==> src/inc/clock_output_divider_consts.vh <==
// Constants shared by the clock output divider and its channels.
// Assumes inclusion by bare name from files that use these macros.
`ifndef CLOCK_OUTPUT_DIVIDER_CONSTS_VH
`define CLOCK_OUTPUT_DIVIDER_CONSTS_VH

// Number of clock outputs, each with its own divider
`define DIV_OUTPUTS 5
// Register map: even addresses from first to last
`define DIV_ADDR_FIRST 8'h4A
`define DIV_ADDR_LAST 8'h52
`define DIV_ADDR_STEP 8'h02
// Marker for an address outside the divider map
`define DIV_INDEX_NONE 4'hF
// Field layout of each divider register
`define OFF_COUNT_MSB 7
`define OFF_COUNT_LSB 4
`define ON_COUNT_MSB 3
`define ON_COUNT_LSB 0
`define COUNT_W 4
// Reset value of each divider register (divide by 2, half duty)
`define DIV_REG_RESET 8'h00
`define COUNT_ZERO 4'h0
// Value read back from an unmapped address
`define RD_UNMAPPED 8'h00

`endif

==> src/verilog/divider_channel.v <==
// One integer divider channel: high phase then low phase per period.
// Assumes counts are stable register outputs and reset is synchronised.
`timescale 1ns/1ps
`include "clock_output_divider_consts.vh"

module divider_channel (
  input wire i_clk,
  input wire i_rst_n,
  input wire i_hold,
  input wire [3:0] i_on_count,
  input wire [3:0] i_off_count,
  output reg o_div,
  output reg o_period_start,
  output wire [7:0] o_live_counts
);

  reg [3:0] cnt;
  reg [3:0] live_on;
  reg [3:0] live_off;
  reg in_high;

  assign o_live_counts = {live_off, live_on};

  // ----------------------------------------
  // Phase counter
  // ----------------------------------------
  // Counts are latched only at the period boundary, so a register
  // write mid-period never shortens the pulse in flight.
  always @(posedge i_clk or negedge i_rst_n)
  begin
    if (!i_rst_n)
    begin
      cnt <= `COUNT_ZERO;
      live_on <= `COUNT_ZERO;
      live_off <= `COUNT_ZERO;
      in_high <= 1'b0;
      o_div <= 1'b0;
      o_period_start <= 1'b0;
    end
    else if (i_hold)
    begin
      // Held off while bypassed; restart cleanly at a period edge
      cnt <= `COUNT_ZERO;
      in_high <= 1'b0;
      o_div <= 1'b0;
      o_period_start <= 1'b0;
    end
    else if (cnt != `COUNT_ZERO)
    begin
      cnt <= cnt - 4'h1;
      o_period_start <= 1'b0;
    end
    else if (in_high)
    begin
      // High lasted on_count + 1 cycles; now low for off_count + 1
      in_high <= 1'b0;
      o_div <= 1'b0;
      cnt <= live_off;
      o_period_start <= 1'b0;
    end
    else
    begin
      // Period boundary: reload both counts and go high
      live_on <= i_on_count;
      live_off <= i_off_count;
      cnt <= i_on_count;
      in_high <= 1'b1;
      o_div <= 1'b1;
      o_period_start <= 1'b1;
    end
  end

endmodule

==> src/verilog/clock_output_divider.v <==
// Five programmable clock output dividers with their count registers.
// Assumes the serial control port drives the register write/read strobes
// synchronously to i_clk, which is the selected fast input clock.
`timescale 1ns/1ps
`include "clock_output_divider_consts.vh"

module clock_output_divider (
  input wire i_clk,
  input wire i_arst_n,
  input wire i_wr_en,
  input wire i_rd_en,
  input wire [7:0] i_addr,
  input wire [7:0] i_wr_data,
  input wire [4:0] i_bypass,
  output reg [7:0] o_rd_data,
  output reg o_rd_valid,
  output wire [4:0] o_clk_out,
  output wire [4:0] o_period_start,
  output wire [39:0] o_live_counts
);

  // ----------------------------------------
  // Reset release
  // ----------------------------------------
  reg rst_meta_n;
  reg rst_n;

  always @(posedge i_clk or negedge i_arst_n)
  begin
    if (!i_arst_n)
    begin
      rst_meta_n <= 1'b0;
      rst_n <= 1'b0;
    end
    else
    begin
      rst_meta_n <= 1'b1;
      rst_n <= rst_meta_n;
    end
  end

  // ----------------------------------------
  // Address decode
  // ----------------------------------------
  // Maps an address to a divider index, or the none marker when the
  // address is odd or outside the divider range.
  function [3:0] reg_index;
    input [7:0] addr;
    reg [7:0] offset;
    begin
      offset = addr - `DIV_ADDR_FIRST;
      if ((addr < `DIV_ADDR_FIRST) || (addr > `DIV_ADDR_LAST))
      begin
        reg_index = `DIV_INDEX_NONE;
      end
      else if (offset[0] != 1'b0)
      begin
        reg_index = `DIV_INDEX_NONE;
      end
      else
      begin
        reg_index = offset[4:1];
      end
    end
  endfunction

  // Turns a divider index into a one-hot select, one bit per output.
  // The none marker matches no bit, so odd and out-of-range addresses
  // reach no register at all.
  function [`DIV_OUTPUTS-1:0] index_hit;
    input [3:0] index;
    integer k;
    begin
      index_hit = {`DIV_OUTPUTS{1'b0}};
      for (k = 0; k < `DIV_OUTPUTS; k = k + 1)
      begin
        if (index == k[3:0])
        begin
          index_hit[k] = 1'b1;
        end
      end
    end
  endfunction

  // Picks the stored byte of the output that the select names; an
  // empty select reads as the unmapped value, never a neighbour.
  function [7:0] pick_count;
    input [`DIV_OUTPUTS*8-1:0] flat;
    input [`DIV_OUTPUTS-1:0] hit;
    integer k;
    begin
      pick_count = `RD_UNMAPPED;
      for (k = 0; k < `DIV_OUTPUTS; k = k + 1)
      begin
        if (hit[k])
        begin
          pick_count = flat[k * 8 +: 8];
        end
      end
    end
  endfunction

  wire [3:0] wr_index;
  wire [3:0] rd_index;
  wire [`DIV_OUTPUTS-1:0] wr_hit;
  wire [`DIV_OUTPUTS-1:0] rd_hit;

  assign wr_index = reg_index(i_addr);
  assign rd_index = reg_index(i_addr);
  // A write strobe that hits nothing is simply dropped; a read still answers
  assign wr_hit = index_hit(wr_index) & {`DIV_OUTPUTS{i_wr_en}};
  assign rd_hit = index_hit(rd_index);

  // ----------------------------------------
  // Divider count registers
  // ----------------------------------------
  wire [39:0] reg_flat;
  wire [4:0] div_q;

  genvar g;
  generate
    for (g = 0; g < `DIV_OUTPUTS; g = g + 1)
    begin : g_out
      reg [7:0] counts;
      wire bypassed;
      wire [`COUNT_W-1:0] on_count;
      wire [`COUNT_W-1:0] off_count;

      // Every 4-bit value is legal, so the write stores all eight bits
      always @(posedge i_clk or negedge rst_n)
      begin
        if (!rst_n)
        begin
          counts <= `DIV_REG_RESET;
        end
        else if (wr_hit[g])
        begin
          counts <= i_wr_data;
        end
      end

      assign reg_flat[g * 8 +: 8] = counts;
      assign on_count = counts[`ON_COUNT_MSB:`ON_COUNT_LSB];
      assign off_count = counts[`OFF_COUNT_MSB:`OFF_COUNT_LSB];
      assign bypassed = i_bypass[g];

      divider_channel u_chan (
        .i_clk(i_clk),
        .i_rst_n(rst_n),
        .i_hold(bypassed),
        .i_on_count(on_count),
        .i_off_count(off_count),
        .o_div(div_q[g]),
        .o_period_start(o_period_start[g]),
        .o_live_counts(o_live_counts[g * 8 +: 8])
      );

    end
  endgenerate

  // ----------------------------------------
  // Output select
  // ----------------------------------------
  // Bypass passes the input clock straight through; the divider
  // is held idle meanwhile. The mux is glitch-prone on the
  // switch itself, so change bypass only while the output is unused.
  generate
    for (g = 0; g < `DIV_OUTPUTS; g = g + 1)
    begin : g_sel
      assign o_clk_out[g] = i_bypass[g] ? i_clk : div_q[g];
    end
  endgenerate

  // ----------------------------------------
  // Read back
  // ----------------------------------------
  // Reads return the stored value; the counts in use until the next
  // period edge are visible on o_live_counts.
  always @(posedge i_clk or negedge rst_n)
  begin
    if (!rst_n)
    begin
      o_rd_data <= `RD_UNMAPPED;
      o_rd_valid <= 1'b0;
    end
    else
    begin
      o_rd_valid <= i_rd_en;
      if (i_rd_en)
      begin
        o_rd_data <= pick_count(reg_flat, rd_hit);
      end
    end
  end

endmodule

==> config.mk <==
export PLATFORM = sky130hd
export DESIGN_NAME = clock_output_divider
export DESIGN_NICKNAME = d
export VERILOG_FILES = /design/src/verilog/divider_channel.v /design/src/verilog/clock_output_divider.v
export VERILOG_INCLUDE_DIRS = /design/src /design/src/inc
export SDC_FILE = /design/constraint.sdc
export NUM_CORES = 1
export LEC_CHECK = 0
export ABC_CLOCK_PERIOD_IN_PS = 4950
export BUFFER_PORTS_ARGS = -buffer_cell sky130_fd_sc_hd__buf_2
export CAP_MARGIN = 20
export CORE_AREA = 2 2 103 105
export CTS_BUF_LIST = sky130_fd_sc_hd__clkbuf_8 sky130_fd_sc_hd__clkbuf_16
export CTS_CLUSTER_DIAMETER = 40
export DETAILED_ROUTE_END_ITERATION = 10
export DIE_AREA = 0 0 105 107
export PLACE_DENSITY = 0.79
export SYNTH_ARGS = -nofsm -noshare
export SYNTH_HDL_FRONTEND = slang
export SYNTH_SLANG_ARGS = --single-unit
==> constraint.sdc <==
create_clock -name i_clk -period 4.95 [get_ports i_clk]
set_input_delay 0.7425 -clock i_clk [delete_from_list [all_inputs] [get_ports i_clk]]
set_output_delay 0.7425 -clock i_clk [all_outputs]
set_load 0.02 [all_outputs]
# Word-level counts from Yosys, hierarchy flattened
# Cells that the tools add are included.
[classes]
addsub = 6
n_lt_le_gt_ge = 2
eq_ne = 9
n_mux = 57
n_bitwise = 16
reduce_logical = 12
[op_table]
columns = ["cell", "count"]
rows = [
  ["2-to-1 mux 4 bit", 17],
  ["2-to-1 mux 8 bit", 5],
  ["2-to-1 mux 1 bit", 35],
  ["nonzero test 4 bit", 5],
  ["subtractor 4 x 1 -> 4 bit (second input constant)", 5],
  ["NOT 1 bit", 15],
  ["AND reduction 3 bit", 5],
  ["!= test 2 bit (second input constant)", 5],
  ["equality test 4 x 2 -> 1 bit (second input constant)", 2],
  ["greater-than comparator 8 x 7 -> 1 bit (second input constant)", 1],
  ["less-than comparator 8 x 7 -> 1 bit (second input constant)", 1],
  ["bitwise AND 5 bit", 1],
  ["subtractor 5 x 4 -> 5 bit (second input constant)", 1],
  ["equality test 4 x 1 -> 1 bit (second input constant)", 1],
  ["equality test 4 x 3 -> 1 bit (second input constant)", 1],
  ["logical NOT 4 bit", 1],
  ["logical OR 1 bit", 1],
]
[word_totals]
register_bits = 121
inputBits = 25
wordCells = 136

# Depth between registers and ports, before layout
# Gate-level depths: netlist of the first run.
[logic_depth]
word_depth = 10
depth_mapped = 8

# Cells and area by module
# A second synthesis of the first run with hierarchy kept.
[unflattened]
cells_unflattened = 435
hier_area_um2 = 5890.6
[modules_own_cells]
columns = ["mod", "instances", "cells_each", "area_per_inst_um2"]
rows = [
  ["divider_channel", 5, 50, 675.6],
  ["clock_output_divider", 1, 185, 2512.4],
]

==> out/qor.csv, run 1 <==
stage,metric,value,unit
pwr,switching_power,1.136,mW
global_route,gr-total-overflow,0,
timing,finalSetupTns,0,ps
route,iteration_count_of_the_initial_detailed_routing_pass,8,
yosys,yosysWarningCount,0,
yosys,seq_total_area_yosys,53.28,%
yosys,post_synth_xor_area_fraction,1.387,%
layout,fillers,783,
yosys,synth_top_family_by_area,multiplexers,
yosys,synth_cells,465,
yosys,complex_gate_fraction_of_the_synthesized_area,10.52,%
yosys,post_synth.cell_area_avg,12.22,sq um
yosys,synthTopCellsByArea,"sky130_fd_sc_hd__dfrtp_1 53%, sky130_fd_sc_hd__mux2_2 17%, sky130_fd_sc_hd__a211oi_1 3.7%, sky130_fd_sc_hd__ha_1 2.6%, sky130_fd_sc_hd__nor2_1 2.6%",
yosys,post_synth_fa_ha_maj_area_fraction,2.642,%
die,die_y_extent,107,um
route,detailed_route_iter0_violations,263,
pwr,power_per_cell_area,513.7,mW/mm^2
yosys,synth_area,0.005683,sq mm
pwr,proportion_of_power_drawn_by_the_clock_network,40.9,%
route,vias_per_cell,5.883,
route,routed-via-count,4124,
yosys,post_synth_mux_area_share,17.92,%
placed_design,finalWeightedCongestion,0.8953,
die,floorplan.initialDensity,56.31,%
critical_path,crit_required,4210,ps
layout,syn_to_final_growth,20.32,%
pwr,power_frac_comb,22.3,%
pwr,p_leak,3.514,nW
critical_path,crit_slowest_cell,sky130_fd_sc_hd__mux2_2,
outcome,status,"complete, no violations",
critical_path,setup.worst_path.start_class,clock port,
critical_path,arrival,3150,ps
placed_design,io_buffer_count,83,
route,postRouteWirelength,13220,um
global_route,global_route.usage.total,25.57,%
timing,final_hold_viol_count,0,
timing,grt_setup_unrepaired,false,
timing,setup-violations-final,0,
global_route,grt_antenna_before_repair,0,
placed_design,dp_hpwl,8869,um
route,avgRoutedWirePerCell,18.86,um
timing,final_max_slew_viol_count,0,
route,drcViolationCount,0,
run,timing.max_cap.violations,0,
clock_network,cts_tree,done,
critical_path,worstPathCellList,clkbuf_8 > clkbuf_8 > mux2_2 > buf_2,
yosys,top_cell_type_s_share_of_synthesized_area,53.28,%
timing,max-slew-margin-rel,39.42,%
yosys,ys_ff_latch,121,
critical_path,crit_path_max_fanout,3,
clock_network,clk-insertion-delay-late,630,ps
die,fp-row-count,37,
yosys,yosysUniqueCellTypes,46,
pwr,netSwitchingFraction,32.34,%
route,ant_nets,0,
critical_path,cp_slowest_stage_delay,250,ps
global_route,grt_max_degree,73,
timing,fin_skew,5.580,ps
clock_network,clk_pin_slew_worst_paths,50,ps
critical_path,worst-setup-path-type,clock port to primary output,
hold_path,hold_path_class,register to register,
layout,layout.nets,588,
timing,hold_slack,349.3,ps
global_route,grt_first_pass_wirelength,21680,um
critical_path,crit_top_cell,sky130_fd_sc_hd__clkbuf_8,
yosys,cell_type_contributing_the_most_total_cell_area_after_synthesis,sky130_fd_sc_hd__dfrtp_1,
pwr,internal_pwr_total,2.376,mW
die,fp.dieArea,0.01124,sq mm
yosys,synth-simple-area-share,10.90,%
timing,worstMarginPinSlew,908.8,ps
yosys,synth_nets,502,
layout,n_antenna_cell,0,
die,io-pin-count,84,
die,die_w,105,um
global_route,grt_pass1_vias,4174,
layout,fraction_of_layout_instances_using_a_drive_strength_above_1,39.12,%
pwr,vdd_drop_max,213.2,uV
pwr,seq_power_share,36.9,%
critical_path,critPathCaptureType,primary output,
die,placeableCoreArea,0.01009,sq mm
[cell usage after synthesis (all sizes together)]
master and n:
a2111o 1, a2111oi 3, a211o 7, a211oi 28, a21oi 13, a221oi 1
a311o 1, a311oi 7, a31o 1, a31oi 1, and3 1, and4 1
buf 12, clkbuf 12, clkinv 1, conb 1, dfrtp 121, ha 12
inv 17, mux2 86, mux2i 5, nand2 20, nand2b 2, nand3 9
nand3b 2, nand4 10, nor2 39, nor2b 18, nor3 2, nor3b 1
o211ai 4, o21ai 1, o31ai 5, or2 2, or3 6, or3b 2
or4b 1, xnor2 4, xor2 5
[area by class of cell]
class	count	area (sq um)	area share (%)
Sequential cell	121	3032	44.34
Multi-Input combinational cell	302	2469	36.10
Clock buffer	28	521.8	7.630
Timing Repair Buffer	82	422.9	6.185
Tap cell	136	170.2	2.489
Clock inverter	14	155.1	2.269
Inverter	18	67.56	0.9881
[path summary, 6_finish.rpt]
path / startpoint / end / slack (ps) / cells after the start
worst max-delay path: i_clk / o_clk_out[4] / 1060 / 4
worst min-delay path: rst_meta_n / rst_n / 350 / 0
worst max register to register: g_out[4].u_chan.cnt[0] / g_out[4].u_chan.live_off[2] / 2910 / 6
worst min register to register: rst_meta_n / rst_n / 350 / 0
max in group asynchronous: rst_n / o_rd_data[3] / 3350 / 1
min in group asynchronous: i_arst_n / rst_n / 410 / 2
[kinds of logic after synthesis]
logic type	count (synthesis)
AO/OA/AOI/OAI	73
XOR/XNOR	9
adder cells (fa/ha/maj)	12
buffers and inverters	42
flip-flops	121
multiplexers	91
other	1
AND/OR/NAND/NOR	116
[sequential cells by signal, summed over array words and instances (netlist names), 2 cells and up]
name                         cells
g_out.u_chan.cnt                20
g_out.u_chan.o_period_start      5
o_rd_data                        8
g_out.u_chan.live_on            20
g_out.u_chan.in_high             3
g_out.counts                    40
g_out.u_chan.o_div               2
g_out.u_chan.live_off           20
[what timing repair did]
action / in CTS / in global routing
hold buffers: 1 / 0
gates resized for setup: 0 / 0
buffers inserted: 0 / 0
hold endpoints to repair: 2 / 0
[per-stage QoR]
| step | setup slack [ps] | instance area, sq um | instances | power, mW | util, % |
|---|---|---|---|---|---|
| final | 1060 | 6838 | 701 | 3.512 | 67.75 |
| after CTS | 1043 | 6830 | 700 | 3.552 | 67.68 |
| after global placement | 1344 | 6168 | 662 | 2.138 | 61.12 |
| after floorplan | 1329 | 5683 | 465 | 1.979 | - |
| after detailed placement | 1344 | 6168 | 662 | 2.182 | 61.12 |
| after global routing | 1040 | 6838 | 701 | 3.713 | 67.75 |
[routing by layer]
| layer | part of all wire [%] | vias up | global-route usage (%) | wire (um) |
|---|---|---|---|---|
| li1 | - | 1857 | - | - |
| met1 | 40 | 2049 | 31.37 | 5288 |
| met4 | 3.6 | 0 | 14.00 | 477 |
| met3 | 8.2 | 48 | 9.240 | 1083 |
| met5 | 0 | - | 0 | 0 |
| met2 | 48 | 170 | 39.52 | 6371 |
[layout by cell type (no fill, tap or decap), drive strengths merged, types with 9 or more instances in the layout]
cell,count
nand2,20
a21oi,13
mux2,86
nor2,39
buf,86
dfrtp,121
inv,18
nor2b,18
a211oi,28
nand3,9
ha,12
clkbuf,23
nand4,10
[power by group through the flow]
stage | clock network, mW | logic (mW) | registers [mW]
after floorplan | 0.0690 | 0.606 | 1.30
after global placement | 0.0908 | 0.746 | 1.30
after detailed placement | 0.0908 | 0.784 | 1.31
after CTS | 1.46 | 0.792 | 1.30
after global routing | 1.52 | 0.876 | 1.32
final | 1.44 | 0.782 | 1.29
[worst max-delay path: cells and delay by family]
kind	cells	cell delay, ps
buffers and inverters	3	410
multiplexers	1	250
(Power assumes the default switching activity.)
==> inputs of run 2 (changes only) <==
--- a/config.mk
+++ b/config.mk
@@ -6,15 +6,15 @@
 export SDC_FILE = /design/constraint.sdc
 export NUM_CORES = 1
 export LEC_CHECK = 0
-export ABC_CLOCK_PERIOD_IN_PS = 4950
+export ABC_CLOCK_PERIOD_IN_PS = 3130
 export BUFFER_PORTS_ARGS = -buffer_cell sky130_fd_sc_hd__buf_2
 export CAP_MARGIN = 20
-export CORE_AREA = 2 2 103 105
+export CORE_AREA = 2 2 108 110
 export CTS_BUF_LIST = sky130_fd_sc_hd__clkbuf_8 sky130_fd_sc_hd__clkbuf_16
 export CTS_CLUSTER_DIAMETER = 40
 export DETAILED_ROUTE_END_ITERATION = 10
-export DIE_AREA = 0 0 105 107
-export PLACE_DENSITY = 0.79
+export DIE_AREA = 0 0 110 112
+export PLACE_DENSITY = 0.75
 export SYNTH_ARGS = -nofsm -noshare
 export SYNTH_HDL_FRONTEND = slang
 export SYNTH_SLANG_ARGS = --single-unit
==> constraint.sdc (replaced) <==
create_clock -name i_clk -period 3.13 [get_ports i_clk]
set_input_delay 0.4695 -clock i_clk [delete_from_list [all_inputs] [get_ports i_clk]]
set_output_delay 0.4695 -clock i_clk [all_outputs]
set_load 0.02 [all_outputs]
==> run 2 against run 1 <==
- sequential cell count unchanged
- worst hold slack got worse by 160 ps
- critical endpoint is now o_clk_out[2]
- largest cell class unchanged
- critical path type unchanged
- critical path depth unchanged
- sequential share of layout area decreased by 0.39 points
- first-iteration DRC count increased by 11%
- clock power increased by 62%
- worst setup slack got worse by 650 ps
- sequential power increased by 59%
- via count about the same
- total power increased by 61%
- combinational power increased by 60%
==> out/qor.csv, run 2 (synthesis gave the netlist of run 1 again) <==
stage,metric,value,unit,change
outcome,status,"complete, no violations",,
timing,finalSetupTns,0,ps,unchanged
clock_network,ctsHoldBuffers,1,,unchanged
layout,layout.nets,589,,+0.17%
die,floorplan.initialDensity,50.86,%,-5.5 points
placed_design,finalWeightedCongestion,0.9297,,+3.8%
timing,grt_setup_unrepaired,false,,
layout,fraction_of_layout_instances_using_a_drive_strength_above_1,38.34,%,-0.78 points
layout,syn_to_final_growth,21.38,%,
clock_network,cts_tree,done,,
route,drcViolationCount,0,,unchanged
die,die_y_extent,112,um,+4.7%
critical_path,setup.worst_path.start_class,clock port,,
hold_path,worst_hold_startpoint,i_bypass[1],,
critical_path,reg2reg_from,g_out[4].u_chan.cnt[0],,
global_route,gr-total-overflow,0,,unchanged
layout,postLayoutCoreUtil,61.73,%,-6.0 points
global_route,grt_max_degree,63,,-14%
global_route,grt_antenna_before_repair,1,,+1
timing,final_max_slew_viol_count,0,,unchanged
critical_path,arrival,2250,ps,-900 ps
die,die_w,110,um,+4.8%
route,iteration_count_of_the_initial_detailed_routing_pass,7,,-1
timing,max-slew-margin-rel,47.46,%,+8.0 points
timing,final_hold_viol_count,0,,unchanged
timing,hold_slack,187.1,ps,-162.2 ps
clock_network,postCtsSetupRepairBufs,0,,unchanged
die,io-pin-count,84,,unchanged
critical_path,worstSetupStartpoint,i_clk,,
die,fp-row-count,39,,+5.4%
global_route,global_route.usage.total,24.23,%,-1.3 points
placed_design,placed_cells,671,,+1.4%
timing,fin_skew,5.999,ps,+0.4187 ps
route,avgRoutedWirePerCell,19.15,um,+1.5%
run,timing.max_cap.violations,0,,unchanged
layout,layout.cells.most_common_list,"120 x sky130_fd_sc_hd__dfrtp_1, 86 x sky130_fd_sc_hd__mux2_2, 83 x sky130_fd_sc_hd__buf_2",,
pwr,power_per_cell_area,818.5,mW/mm^2,+59%
layout,registers.top_by_ff_count,g_out.counts,,
critical_path,crit_required,2660,ps,-1550 ps
critical_path,crit_path_max_fanout,3,,unchanged
route,detailed_route_iter0_violations,291,,+11%
timing,worstMarginPinSlew,786.4,ps,-122.4 ps
hold_path,hold_path_class,input pin to register,,
critical_path,r2r_cells,6,,unchanged
global_route,grt_pass1_vias,4242,,+1.6%
route,routed-via-count,4127,,+0.073%
layout,largest_register_ffs,40,,unchanged
placed_design,io_buffer_count,83,,unchanged
layout,finish.cell_count_without_fillers,710,,+1.3%
critical_path,worst-setup-path-type,clock port to primary output,,
die,placeableCoreArea,0.01117,sq mm,+11%
pwr,p_leak,3.558,nW,+1.2%
hold_path,worst_hold_path.num_cells,2,,+2
clock_network,ctsResizeCount,0,,unchanged
route,vias_per_cell,5.813,,-1.2%
clock_network,clk_pin_slew_worst_paths,50,ps,about the same
route,ant_nets,0,,unchanged
global_route,grt_first_pass_wirelength,22200,um,+2.4%
critical_path,critPathCaptureType,primary output,,
timing,setup-violations-final,0,,unchanged
layout,commonest_non_fill_non_tap_cell_in_the_layout,sky130_fd_sc_hd__dfrtp_1,,
placed_design,dp_hpwl,9296,um,+4.8%
route,postRouteWirelength,13600,um,+2.8%
die,fp.dieArea,0.01232,sq mm,+9.7%
pwr,vdd_drop_max,457.2,uV,+110%
clock_network,clk-insertion-delay-late,520,ps,-110 ps
-- run 2: changes by cell type in the layout (fill, tap and decap cells not counted) --
cell | previous run | this run
sky130_fd_sc_hd__diode_2 | 0 | 1
sky130_fd_sc_hd__clkbuf_8 | 7 | 3
sky130_fd_sc_hd__clkinvlp_4 | 3 | 1
sky130_fd_sc_hd__clkbuf_16 | 16 | 21
sky130_fd_sc_hd__buf_12 | 0 | 1
sky130_fd_sc_hd__inv_1 | 18 | 23
sky130_fd_sc_hd__bufinv_16 | 3 | 2
sky130_fd_sc_hd__clkinv_2 | 6 | 3
-- run 2: stage by stage --
stage | worst slack (ps) | cell area [sq um] | total power, mW
2_1_floorplan | 747.1 | 5684 | 3.130
3_3_place_gp | 367.8 | 6205 | 3.390
6_report | 406.3 | 6898 | 5.646
3_5_place_dp | 273.7 | 6205 | 3.463
4_1_cts | 390.7 | 6895 | 5.691
5_1_grt | 391.7 | 6895 | 5.952
-- run 2: power breakdown --
| part | total, mW | switching (mW) | internal, mW |
|---|---|---|---|
| sequential | 2.05 | 0.248 | 1.81 |
| combinational | 1.25 | 0.717 | 0.531 |
| clock | 2.34 | 0.841 | 1.50 |
-- run 2: metal layers --
| layer | global-route usage (%) | part of all wire (%) |
|---|---|---|
| met1 | 30.99 | 41 |
| met2 | 36.36 | 49 |
| met3 | 8.724 | 8.2 |
| met4 | 11.73 | 2.1 |
| met5 | 0 | 0.096 |
-- run 2: final cells by class --
cell class / count / area, sq um
fillers: 906 / 4277
flip-flops and latches: 121 / 3032
multi-input cells: 302 / 2469
clock buffers: 29 / 591.8
repair buffers: 83 / 442.9
well taps: 143 / 178.9
clock inverters: 13 / 113.9
inverters: 18 / 67.56
diodes: 1 / 2.502
-- run 2: worst paths after layout --
check	end	slack, ps
worst min-delay path	g_out[1].u_chan.cnt[3]	190
worst max-delay path	o_clk_out[2]	410
max in group asynchronous	g_out[2].u_chan.o_period_start	1940
worst min register to register	rst_n	350
min in group asynchronous	rst_n	260
worst max register to register	g_out[4].u_chan.live_off[3]	1020
-- run 2: worst max-delay path: stages --
cell,delay (ps)
sky130_fd_sc_hd__clkbuf_16,130
sky130_fd_sc_hd__clkbuf_16,150
sky130_fd_sc_hd__mux2_2,260
sky130_fd_sc_hd__buf_2,160
